**config.mk**
```make
export PLATFORM = sky130hd
export DESIGN_NAME = lcr_regs
export DESIGN_NICKNAME = d
export VERILOG_FILES = /design/src/include/lcr_pkg.sv /design/src/hdl/lcr_flash_timer.sv /design/src/hdl/lcr_regs.sv
export SDC_FILE = /design/constraint.sdc
export NUM_CORES = 1
export LEC_CHECK = 0
export BUFFER_PORTS_ARGS = -buffer_cell sky130_fd_sc_hd__buf_2
export CAP_MARGIN = 10
export CORE_ASPECT_RATIO = 1.75
export CORE_UTILIZATION = 63
export CTS_CLUSTER_DIAMETER = 200
export DETAILED_ROUTE_END_ITERATION = 16
export PLACE_DENSITY = 0.85
export SLEW_MARGIN = 30
export SYNTH_ARGS = -nofsm -noshare
export SYNTH_HDL_FRONTEND = slang
export SYNTH_SLANG_ARGS = --single-unit
```
**constraint.sdc**
```tcl
create_clock -name mclk_i -period 7.4 [get_ports mclk_i]
set_input_delay 1.85 -clock mclk_i [delete_from_list [all_inputs] [get_ports mclk_i]]
set_output_delay 1.85 -clock mclk_i [all_outputs]
set_load 0.05 [all_outputs]
```
**src/include/lcr_pkg.sv**
```systemverilog
// Constants, types and register map of the lighting control register bank
package lcr_pkg;

   // Register indices inside the bank
   localparam int unsigned LCR_NREG    = 6;
   localparam int unsigned LCR_IX_RATE = 0;
   localparam int unsigned LCR_IX_FL   = 1;
   localparam int unsigned LCR_IX_SEQ  = 2;
   localparam int unsigned LCR_IX_RGB1 = 3;
   localparam int unsigned LCR_IX_RGB2 = 4;
   localparam int unsigned LCR_IX_AUD  = 5;

   // Register byte addresses
   localparam logic [7:0] LCR_SWITCHER_RATE_CTRL_ADDR     = 8'h0E;
   localparam logic [7:0] LCR_FLASH_DRIVER_CTRL_ADDR      = 8'h10;
   localparam logic [7:0] LCR_PATTERN_SEQUENCER_CTRL_ADDR = 8'h11;
   localparam logic [7:0] LCR_RGB_GROUP1_LIMITS_ADDR      = 8'h12;
   localparam logic [7:0] LCR_RGB_GROUP2_LIMITS_ADDR      = 8'h13;
   localparam logic [7:0] LCR_AUDIO_FOLLOW_CTRL1_ADDR     = 8'h2A;

   localparam logic [LCR_NREG-1:0][7:0] LCR_ADDR = {
      LCR_AUDIO_FOLLOW_CTRL1_ADDR, LCR_RGB_GROUP2_LIMITS_ADDR,
      LCR_RGB_GROUP1_LIMITS_ADDR, LCR_PATTERN_SEQUENCER_CTRL_ADDR,
      LCR_FLASH_DRIVER_CTRL_ADDR, LCR_SWITCHER_RATE_CTRL_ADDR};

   // Writable bits; the rest read as zero
   localparam logic [LCR_NREG-1:0][7:0] LCR_WMASK = {
      8'hFF, 8'hFF, 8'h3F, 8'h07, 8'h3F, 8'h07};

   // Reset values
   localparam logic [LCR_NREG-1:0][7:0] LCR_RESET = {
      8'h03, 8'h00, 8'h00, 8'h00, 8'h00, 8'h07};

   // Switching rate field
   localparam int unsigned LCR_RATE_TOP_BIT = 2;
   localparam int unsigned LCR_RATE_MID_BIT = 1;
   localparam logic [1:0]  LCR_RATE_1M00    = 2'h0;
   localparam logic [1:0]  LCR_RATE_1M67    = 2'h1;
   localparam logic [1:0]  LCR_RATE_2M00    = 2'h2;

   // Flash driver control fields
   localparam int unsigned LCR_FL_DIM_BIT = 5;
   localparam int unsigned LCR_FL_LEN_LSB = 3;
   localparam int unsigned LCR_FL_LVL_LSB = 1;
   localparam int unsigned LCR_FL_EN_BIT  = 0;
   localparam logic [1:0]  LCR_FL_LEN_PIN = 2'h3;

   // Pattern sequencer control fields
   localparam int unsigned LCR_SEQ_RUN_BIT   = 2;
   localparam int unsigned LCR_SEQ_LOOP_BIT  = 1;
   localparam int unsigned LCR_SEQ_CURVE_BIT = 0;

   // RGB limit fields
   localparam int unsigned LCR_RED_LSB = 4;
   localparam int unsigned LCR_GRN_LSB = 2;
   localparam int unsigned LCR_BLU_LSB = 0;

   // Audio follow control fields
   localparam int unsigned LCR_AUD_GAIN_LSB   = 5;
   localparam int unsigned LCR_AUD_MODE_BIT   = 4;
   localparam int unsigned LCR_AUD_AGC_BIT    = 3;
   localparam int unsigned LCR_AUD_FOLLOW_BIT = 2;
   localparam int unsigned LCR_AUD_SRC_LSB    = 0;
   localparam logic [4:0]  LCR_GAIN_STEP_DB   = 5'h03;

   // Flash timing
   localparam int unsigned LCR_CLK_HZ       = 25_000_000;
   localparam int unsigned LCR_FL_STEP_MS   = 200;
   localparam int unsigned LCR_FL_STEP_CYC  = (LCR_CLK_HZ / 1000) * LCR_FL_STEP_MS;
   localparam int unsigned LCR_FL_CNT_W     = 32;

   // Sequencer control states
   typedef enum logic [2:0] {
      LCR_SEQ_IDLE = 3'b001,
      LCR_SEQ_RUN  = 3'b010,
      LCR_SEQ_DONE = 3'b100
   } lcr_seq_e;

   typedef struct packed {
      logic [1:0] red;
      logic [1:0] green;
      logic [1:0] blue;
   } lcr_rgb_limits_s;

   typedef struct packed {
      logic       on;
      logic       dimming;
      logic [1:0] level;
   } lcr_flash_s;

   typedef struct packed {
      logic       run;
      logic       restart;
      logic       loop;
      logic       curve;
   } lcr_seq_s;

   typedef struct packed {
      logic [2:0] gain_code;
      logic [4:0] gain_db;
      logic       freq_mode;
      logic       auto_level;
      logic       follow;
      logic [1:0] source;
   } lcr_audio_s;

endpackage : lcr_pkg

```
**src/hdl/lcr_flash_timer.sv**
```systemverilog
// Flash duration timer counting whole flash steps
`timescale 1ns/100ps
module lcr_flash_timer #(
   parameter int unsigned STEP_CYC = lcr_pkg::LCR_FL_STEP_CYC,
   parameter int unsigned CNT_W    = lcr_pkg::LCR_FL_CNT_W
) (
   // Clock and reset
   input  wire logic       mclk_i,
   input  wire logic       rst_i,
   // Control
   input  wire logic       start_i,
   input  wire logic       abort_i,
   input  wire logic [1:0] len_code_i,
   // Status
   output logic            busy_o
);
   import lcr_pkg::*;

   typedef struct packed {
      logic             busy;
      logic [CNT_W-1:0] cnt;
      logic [1:0]       steps;
   } lcr_tmr_s;

   localparam logic [CNT_W-1:0] STEP_LAST = CNT_W'(STEP_CYC - 1);

   lcr_tmr_s st_r;
   lcr_tmr_s st_nxt;

   // Flash lasts (code + 1) steps of 200 ms
   always_comb begin
      st_nxt = st_r;
      if (abort_i) begin
         st_nxt.busy = 1'b0;
      end else if (start_i) begin
         st_nxt.busy  = 1'b1;
         st_nxt.cnt   = STEP_LAST;
         st_nxt.steps = len_code_i; // see RULE3
      end else if (st_r.busy) begin
         if (st_r.cnt == '0) begin
            if (st_r.steps == 2'h0) begin
               st_nxt.busy = 1'b0;
            end else begin
               st_nxt.steps = st_r.steps - 2'h1;
               st_nxt.cnt   = STEP_LAST;
            end
         end else begin
            st_nxt.cnt = st_r.cnt - CNT_W'(1);
         end
      end
   end

   always_ff @(posedge mclk_i or posedge rst_i) begin
      if (rst_i) begin
         st_r <= '0;
      end else begin
         st_r <= st_nxt;
      end
   end

   assign busy_o = st_r.busy;

endmodule : lcr_flash_timer

```
**src/hdl/lcr_regs.sv**
```systemverilog
// Lighting control register bank with flash timing and sequencer start control
`timescale 1ns/100ps

// Summary of operation
// RULE1: rate field picks 2.00, 1.67, 1.00 MHz
// RULE2: dimming bit applies PWM to flash driver
// RULE3: length code times 200/400/600 ms or pin
// RULE4: level code sets quarter to full flash current
// RULE5: enable bit switches flash driver on, resets off
// RULE6: run bit starts sequencer at command one
// RULE7: loop bit repeats pattern, else once only
// RULE8: curve bit selects intensity mode for all colours
// RULE9: group one colour limits quarter to full
// RULE10: group two colour limits quarter to full
// RULE11: gain field zero to 21 dB, 3 dB steps
// RULE12: filter bit selects amplitude or frequency mode
// RULE13: auto level bit enables automatic gain control
// RULE14: source field picks audio, temperature, light, none
// RULE15: follow bit enables audio synchronisation of LEDs
module lcr_regs #(
   parameter int unsigned FL_STEP_CYC = lcr_pkg::LCR_FL_STEP_CYC
) (
   // Clock and reset
   input  wire logic                     mclk_i,
   input  wire logic                     rst_i,
   // Register port
   input  wire logic                     reg_wr_i,
   input  wire logic                     reg_rd_i,
   input  wire logic [7:0]               reg_addr_i,
   input  wire logic [7:0]               reg_wdata_i,
   output logic      [7:0]               reg_rdata_o,
   // Boost converter
   output logic      [1:0]               boost_rate_o,
   // Flash driver
   input  wire logic                     flash_trigger_i,
   output lcr_pkg::lcr_flash_s           flash_o,
   // Pattern sequencer
   input  wire logic                     seq_pattern_end_i,
   output lcr_pkg::lcr_seq_s             seq_o,
   // RGB drivers
   output lcr_pkg::lcr_rgb_limits_s      rgb1_limits_o,
   output lcr_pkg::lcr_rgb_limits_s      rgb2_limits_o,
   // Audio follow and converter input
   output lcr_pkg::lcr_audio_s           audio_o
);
   import lcr_pkg::*;

   typedef struct packed {
      logic [LCR_NREG-1:0][7:0] regs;
      logic [7:0]               rdata;
      logic [1:0]               rate;
      logic                     trig_prev;
      lcr_flash_s               flash;
      lcr_seq_e                 seq_state;
      logic                     restart;
      lcr_rgb_limits_s          rgb1;
      lcr_rgb_limits_s          rgb2;
      lcr_audio_s               audio;
   } lcr_state_s;

   lcr_state_s st_r;
   lcr_state_s st_nxt;

   logic       tmr_busy;
   logic       tmr_start;
   logic       tmr_abort;
   logic [7:0] fl_reg;
   logic [7:0] seq_reg;
   logic [7:0] aud_reg;
   logic [1:0] fl_len;
   logic       fl_en;

   assign fl_reg  = st_r.regs[LCR_IX_FL];
   assign seq_reg = st_r.regs[LCR_IX_SEQ];
   assign aud_reg = st_r.regs[LCR_IX_AUD];
   assign fl_len  = fl_reg[LCR_FL_LEN_LSB +: 2];
   assign fl_en   = fl_reg[LCR_FL_EN_BIT];

   // Timed flash starts on a rising trigger while the driver is enabled
   assign tmr_start = fl_en && (fl_len != LCR_FL_LEN_PIN) && flash_trigger_i
                      && !st_r.trig_prev; // see RULE3
   // Disabling the driver or moving to pin mode cuts a running flash short
   assign tmr_abort = !fl_en || (fl_len == LCR_FL_LEN_PIN); // see RULE5

   lcr_flash_timer #(
      .STEP_CYC (FL_STEP_CYC),
      .CNT_W    (LCR_FL_CNT_W)
   ) u_flash_timer (
      .mclk_i     (mclk_i),
      .rst_i      (rst_i),
      .start_i    (tmr_start),
      .abort_i    (tmr_abort),
      .len_code_i (fl_len),
      .busy_o     (tmr_busy)
   );

   function automatic lcr_rgb_limits_s lcr_split_limits(input logic [7:0] val);
      lcr_rgb_limits_s lim;
      lim.red   = val[LCR_RED_LSB +: 2];
      lim.green = val[LCR_GRN_LSB +: 2];
      lim.blue  = val[LCR_BLU_LSB +: 2];
      return lim;
   endfunction : lcr_split_limits

   always_comb begin
      st_nxt         = st_r;
      st_nxt.restart = 1'b0;

      // Register writes and reads, one decode per register
      for (int i = 0; i < LCR_NREG; i++) begin
         if (reg_wr_i && (reg_addr_i == LCR_ADDR[i])) begin
            st_nxt.regs[i] = reg_wdata_i & LCR_WMASK[i];
         end
      end
      if (reg_rd_i) begin
         st_nxt.rdata = 8'h00;
         for (int i = 0; i < LCR_NREG; i++) begin
            if (reg_addr_i == LCR_ADDR[i]) begin
               st_nxt.rdata = st_r.regs[i];
            end
         end
      end

      // Switching rate, top bit wins over the middle bit
      if (st_r.regs[LCR_IX_RATE][LCR_RATE_TOP_BIT]) begin
         st_nxt.rate = LCR_RATE_2M00; // see RULE1
      end else if (st_r.regs[LCR_IX_RATE][LCR_RATE_MID_BIT]) begin
         st_nxt.rate = LCR_RATE_1M67; // see RULE1
      end else begin
         st_nxt.rate = LCR_RATE_1M00; // see RULE1
      end

      // Flash driver
      st_nxt.trig_prev     = flash_trigger_i;
      st_nxt.flash.dimming = fl_reg[LCR_FL_DIM_BIT]; // see RULE2
      st_nxt.flash.level   = fl_reg[LCR_FL_LVL_LSB +: 2]; // see RULE4
      if (!fl_en) begin
         st_nxt.flash.on = 1'b0; // see RULE5
      end else if (fl_len == LCR_FL_LEN_PIN) begin
         st_nxt.flash.on = flash_trigger_i; // see RULE3
      end else begin
         st_nxt.flash.on = tmr_busy; // see RULE3
      end

      // Sequencer start and loop control
      case (st_r.seq_state)
         LCR_SEQ_IDLE: begin
            if (seq_reg[LCR_SEQ_RUN_BIT]) begin
               st_nxt.seq_state = LCR_SEQ_RUN; // see RULE6
               st_nxt.restart   = 1'b1; // see RULE6
            end
         end
         LCR_SEQ_RUN: begin
            if (!seq_reg[LCR_SEQ_RUN_BIT]) begin
               st_nxt.seq_state = LCR_SEQ_IDLE; // see RULE6
            end else if (seq_pattern_end_i) begin
               if (seq_reg[LCR_SEQ_LOOP_BIT]) begin
                  st_nxt.restart = 1'b1; // see RULE7
               end else begin
                  st_nxt.seq_state = LCR_SEQ_DONE; // see RULE7
               end
            end
         end
         LCR_SEQ_DONE: begin
            // A single pattern stays finished until the run bit is cleared
            if (!seq_reg[LCR_SEQ_RUN_BIT]) begin
               st_nxt.seq_state = LCR_SEQ_IDLE; // see RULE7
            end
         end
         default: begin
            st_nxt.seq_state = LCR_SEQ_IDLE;
         end
      endcase

      // Current limits
      st_nxt.rgb1 = lcr_split_limits(st_r.regs[LCR_IX_RGB1]); // see RULE9
      st_nxt.rgb2 = lcr_split_limits(st_r.regs[LCR_IX_RGB2]); // see RULE10

      // Audio follow and converter input
      st_nxt.audio.gain_code  = aud_reg[LCR_AUD_GAIN_LSB +: 3]; // see RULE11
      st_nxt.audio.gain_db    = 5'({2'h0, aud_reg[LCR_AUD_GAIN_LSB +: 3]}
                                   * LCR_GAIN_STEP_DB); // see RULE11
      st_nxt.audio.freq_mode  = aud_reg[LCR_AUD_MODE_BIT]; // see RULE12
      st_nxt.audio.auto_level = aud_reg[LCR_AUD_AGC_BIT]; // see RULE13
      st_nxt.audio.follow     = aud_reg[LCR_AUD_FOLLOW_BIT]; // see RULE15
      st_nxt.audio.source     = aud_reg[LCR_AUD_SRC_LSB +: 2]; // see RULE14
   end

   // Decoded outputs lag the registers by one cycle and are flops; seq_o loop and curve come straight from the register bits
   always_ff @(posedge mclk_i or posedge rst_i) begin
      if (rst_i) begin
         st_r                  <= '0;
         st_r.regs             <= LCR_RESET;
         st_r.rate             <= LCR_RATE_2M00;
         st_r.seq_state        <= LCR_SEQ_IDLE;
         st_r.audio.source     <= LCR_RESET[LCR_IX_AUD][LCR_AUD_SRC_LSB +: 2];
      end else begin
         st_r <= st_nxt;
      end
   end

   assign reg_rdata_o   = st_r.rdata;
   assign boost_rate_o  = st_r.rate;
   assign flash_o       = st_r.flash;
   // One driver for the whole struct keeps the port single-sourced
   assign seq_o         = '{run:     (st_r.seq_state == LCR_SEQ_RUN),
                            restart: st_r.restart,
                            loop:    seq_reg[LCR_SEQ_LOOP_BIT], // see RULE7
                            curve:   seq_reg[LCR_SEQ_CURVE_BIT]}; // see RULE8
   assign rgb1_limits_o = st_r.rgb1;
   assign rgb2_limits_o = st_r.rgb2;
   assign audio_o       = st_r.audio;

endmodule : lcr_regs

```
==> Word-level counts from Yosys, hierarchy flattened <==
Index checks and enable logic that the tools add are counted.
{ "op_classes": {"eq_ne": 17, "n_mul": 1, "add_sub_neg": 2, "n_bitwise": 1, "n_mux": 27, "reduce_logical": 19} }
{ "op_table": {"columns": ["operator", "n"], "rows": [
  ["two-way mux 35 bit", 2],
  ["two-way mux 8 bit", 5],
  ["two-way mux 34 bit", 1],
  ["== test 8 x 5 -> 1 bit (second input constant)", 4],
  ["logical NOT 32 bit", 1],
  ["two-way mux 32 bit", 1],
  ["subtractor 32 x 1 -> 32 bit (second input constant)", 1],
  ["two-way mux 3 bit", 4],
  ["logical AND 1 bit", 9],
  ["inequality test 3 bit (second input constant)", 3],
  ["one-hot mux 3 bit (3 select lines)", 1],
  ["== test 8 x 4 -> 1 bit (second input constant)", 1],
  ["== test 8 x 6 -> 1 bit (second input constant)", 1],
  ["two-way mux 1 bit", 8],
  ["two-way mux 4 bit", 2],
  ["inequality test 2 bit (second input constant)", 4],
  ["AND reduction 4 bit", 2],
  ["multiplier 3 x 2 -> 5 bit (second input constant)", 1],
  ["two-way mux 2 bit", 2],
  ["nonzero test 2 bit", 2],
  ["== test 3 x 1 -> 1 bit (second input constant)", 1],
  ["== test 3 x 2 -> 1 bit (second input constant)", 1],
  ["== test 3 bit (second input constant)", 1],
  ["AND reduction 3 bit", 1],
  ["7 further kinds", 8]
]} }
{ "word_totals": {"input_bits": 22, "ff_bits": 113, "word_cells": 96} }

==> Logic depth before layout (Yosys ltp) <==
{ "depth": {"depth_word": 7, "ltp_mapped": 9} }

==> Modules after synthesis <==
Synthesis repeated with hierarchy kept, for this count alone.
{ "hier_totals": {"hier_cells": 463, "hier_area_um2": 5412.7} }
{ "by_module_without_submodules": {"columns": ["module", "cells_each", "seq_area_each_um2", "area_per_inst_um2", "n_inst"], "rows": [
  ["lcr_regs", 251, 1938.1, 3345.7, 1],
  ["lcr_flash_timer", 212, 875.8, 2067.0, 1]
]} }

==> Worst setup path after synthesis <==
Ideal clock, no wire load.
{ "synth_timing": {"path_kind": "input -> register", "from": "in reg_addr_i[2]", "to": "reg st_r, in the netlist fl_reg[0]", "setup_ns": 0.125, "arrival_time_ns": 3.704, "t_required_ns": 7.275, "cell_stages": 5, "slack_ns": 3.571, "cell_sequence": "or4b_2 > nor3_1 > and4b_1 > clkbuf_1 > mux2_2"} }
{ "synth_between": {"elab_chain_cells": 2} }
{ "synth_rtl": {"columns": ["item", "line", "text"], "rows": [
  ["start: declaration", "lcr_regs.sv:29", "input wire logic [7:0] reg_addr_i,"],
  ["== test 8 x 5 -> 1 bit", "lcr_regs.sv:111", "if (reg_wr_i && (reg_addr_i == LCR_ADDR[i])) begin"],
  ["logical AND 1 bit", "lcr_regs.sv:111", null],
  ["end signal: assignment", "lcr_regs.sv:198", "st_r <= st_nxt;"],
  ["end: declaration", "lcr_regs.sv:61", "lcr_state_s st_r;"]
]} }
Every way passes these cells.
A chain may end at the register's enable or synchronous reset.

==> Final worst setup path <==
{ "layout_timing": {"from": "in flash_trigger_i", "to": "reg u_flash_timer.st_r[1] (netlist bit)"} }
{ "layout_between": {"elab_chain_cells": 4, "word_cells_on_any_way": 7, "classes_between": "1 x eq/ne; 1 x mux; 5 x reduce/logical"} }
{ "layout_rtl": {"columns": ["item", "line", "text"], "rows": [
  ["start: declaration", "lcr_regs.sv:35", "input wire logic flash_trigger_i,"],
  ["logical AND 1 bit *", "lcr_regs.sv:80", "assign tmr_start = fl_en && (fl_len != LCR_FL_LEN_PIN) && flash_trigger_i"],
  ["logical AND 1 bit *", "lcr_regs.sv:81", "&& !st_r.trig_prev;"],
  ["inequality test 2 bit (no source line) / nonzero test 2 bit (equally long branches)", null, null],
  ["AND reduction 4 bit (no source line)", null, null],
  ["end signal: assignment", "lcr_flash_timer.sv:57", "st_r <= st_nxt;"],
  ["end: declaration", "lcr_flash_timer.sv:27", "lcr_tmr_s st_r;"]
]} }
Mark *: on every way between the ends. The rest lies on a longest branch, timed or not.

==> metrics.csv <==
metric,value,unit
routed-via-count,4059,
cts_hold_buf,0,
dp_hpwl,8210,µm
dp_slack,3.35,ns
worstPathMaxFanout,19,
grt_max_degree,77,
post_cts_buffers,0,
ant_nets,0,
hold_end,audio_o[0],
async_flop_share,1.00,
post-route-min-period,3.62,ns
multi_input_area,2220,µm²
leakage,0.00279,µW
die_h,125,µm
grt_pass1_vias,4057,
largest_reg_flops,34,
cellPowerDensity,236,nW/µm²
post-route-period-util,0.490,
antenna_found_initial,0,
use_met1,0.325,
slew_violations,0,
use_met2,0.495,
wl_per_cell,18.9,µm
cp.depth,5,
critical_path_class,in2reg,
cts_num_sinks,112,
drc,0,
yosys.area.top_type_share,0.471,
n_fill_cell,584,
cp_slowest_cell,o31ai_4,
status,completed,
use_met3,0.0363,
drt_iter0_drc,449,
ys_seq_area_frac,0.514,
maxCapViolCount,0,
critPathLaunchType,input pin,
vdd_drop_max,0.145,mV
most-common-layout-cells,"103 x dfrtp_1, 64 x buf_2, 34 x mux2_2, 34 x a21oi_1, 20 x nand3_1",
worst-path-buf-inv,1,
core,8370,µm²
layout-drive-gt1-share,0.287,
yosys.cell_types.count,68,
path_cells,buf_2 -> nor2b_1 -> o21ai_1 -> o31ai_4 -> mux2i_1,
setup_tns,0,ns
timing.hold.ws,0.375,ns
layout.area.seq,2810,µm²
place_congestion,0.919,
relSlewSlack,0.416,
worstHoldPathType,reg2reg,
grt_pass1_wl,19500,µm
cts.htree.levels,3,
viasPerCell,6.46,
grt_use_total,0.282,
yosysWarnings,0,
hold_path_startpoint,aud_reg[0],
num_antenna_cells,0,
synth_nets,517,
r2r-start,u_flash_timer.st_r[15],
hold_depth,0,
path_clk_slew,0.08,ns
grt.busiest_layer,met2,
ys_top_cells_by_area,"dfrtp_1 47%, mux2_2 7.0%, buf_4 5.9%",
clock_skew,0.00864,ns
rrSetupSlack,4.32,ns
syn_area,5470,µm²
ys_seq_elements,112,
die_w,72.5,µm
layout_commonest_cell,dfrtp_1,
nNetsFinal,536,
area_growth_syn_to_layout,7.68,%
rows,44,
dr.pass1.iters,6,
ff2ff_path_depth,5,
clk_path_buf_depth,2,
startpoint,flash_trigger_i,
synth_cells,489,
initial_core_util,0.654,
wirelength,11900,µm
synth_area_leader_cell,dfrtp_1,
syn_area_per_cell,11.2,µm²
grt-ovfl-total,0,
io_pins,65,
critPathCaptureType,flop,
clk_latency,0.36,ns
worstPathArrival,3.90,ns
fmax,276,MHz
cts_resized,0,
worstReg2RegEnd,u_flash_timer.st_r[1],
synthFlopType,dfrtp_1,
synth_edf_count,0,
tightest_slew,0.876,ns
cts_tree,done,
cts-root-buf,clkbuf_16,
die_area,9080,µm²
setup_violations,0,
cp.required,7.68,ns
hold_viol,0,
critPathTopFamily,compound AO/OA/AOI/OAI gates,
critPathMaxStageDelay,0.86,ns
cts_buffers,9,
regMostFlops,u_flash_timer.st_r,
rsz0062_at_grt,false,
utilization,0.704,
portBuffers,64,
layout_setup_ws,3.78,ns
==> power by group <==
group          switching, µW  total, µW  internal, µW
Sequential              31.5        681           650
Combinational            151        220          69.5
Clock                    250        492           242
Total                    432       1390           961
==> synthesized netlist by cell type, types with 4 or more instances <==
master	instances
nor2_1	15
nand4_1	5
mux2i_1	7
a32oi_1	4
buf_4	43
a211oi_1	4
dfrtp_1	103
nor3b_1	4
ha_1	5
nor4_1	14
nor3_1	12
mux2_2	34
or4b_2	4
or4_1	11
nand2_1	16
o41ai_1	7
o21ai_0	13
nor2b_1	5
o31ai_1	6
inv_1	12
clkbuf_1	11
or3_1	15
and2_1	7
dfstp_2	9
nand3_1	20
and4b_1	4
a21oi_1	34
buf_2	4
==> per-stage QoR <==
step,std cells,power (µW),cell area (µm²)
after global placement,612,898,5570
final,628,1390,5890
after detailed placement,612,908,5570
after global routing,628,1450,5890
after floorplan,489,860,5470
after CTS,628,1400,5880
==> routing by layer <==
metal / wire length [µm] / vias up
met1: 4360 / 2016
met4: 468 / 0
li1: - / 1835
met5: 0 / -
met2: 6500 / 165
met3: 546 / 43
==> worst max-delay path by stage <==
stage | to | slack (ns)
floorplan | aud_reg[2] | 2.61
detailed placement | u_flash_timer.st_r[27] | 3.35
global route | u_flash_timer.st_r[1] | 3.65
CTS | u_flash_timer.st_r[27] | 3.74
global placement | u_flash_timer.st_r[27] | 3.46
finish | u_flash_timer.st_r[1] | 3.78
==> cells by family (layout without fill, tap and decap cells) <==
kind of cell | count (synthesis) | in the layout | share of synthesized area
AO/OA/AOI/OAI | 102 | 102 | 0.129
adder cells (fa/ha/maj) | 6 | 6 | 0.0151
XOR/XNOR | 2 | 2 | 0.00320
flip-flops | 112 | 112 | 0.514
buffers and inverters | 73 | 97 | 0.0832
multiplexers | 41 | 41 | 0.0827
AND/OR/NAND/NOR | 153 | 153 | 0.173
==> final cells by class <==
cell class                 instances  share of cell area
clock inverter                     7              0.0146
tap                              115              0.0244
inverter                          12             0.00807
multi-input combinational        304               0.376
sequential                       112               0.477
clock buffer                       9              0.0382
timing repair buffer              69              0.0613
(Power assumes the default switching activity.)
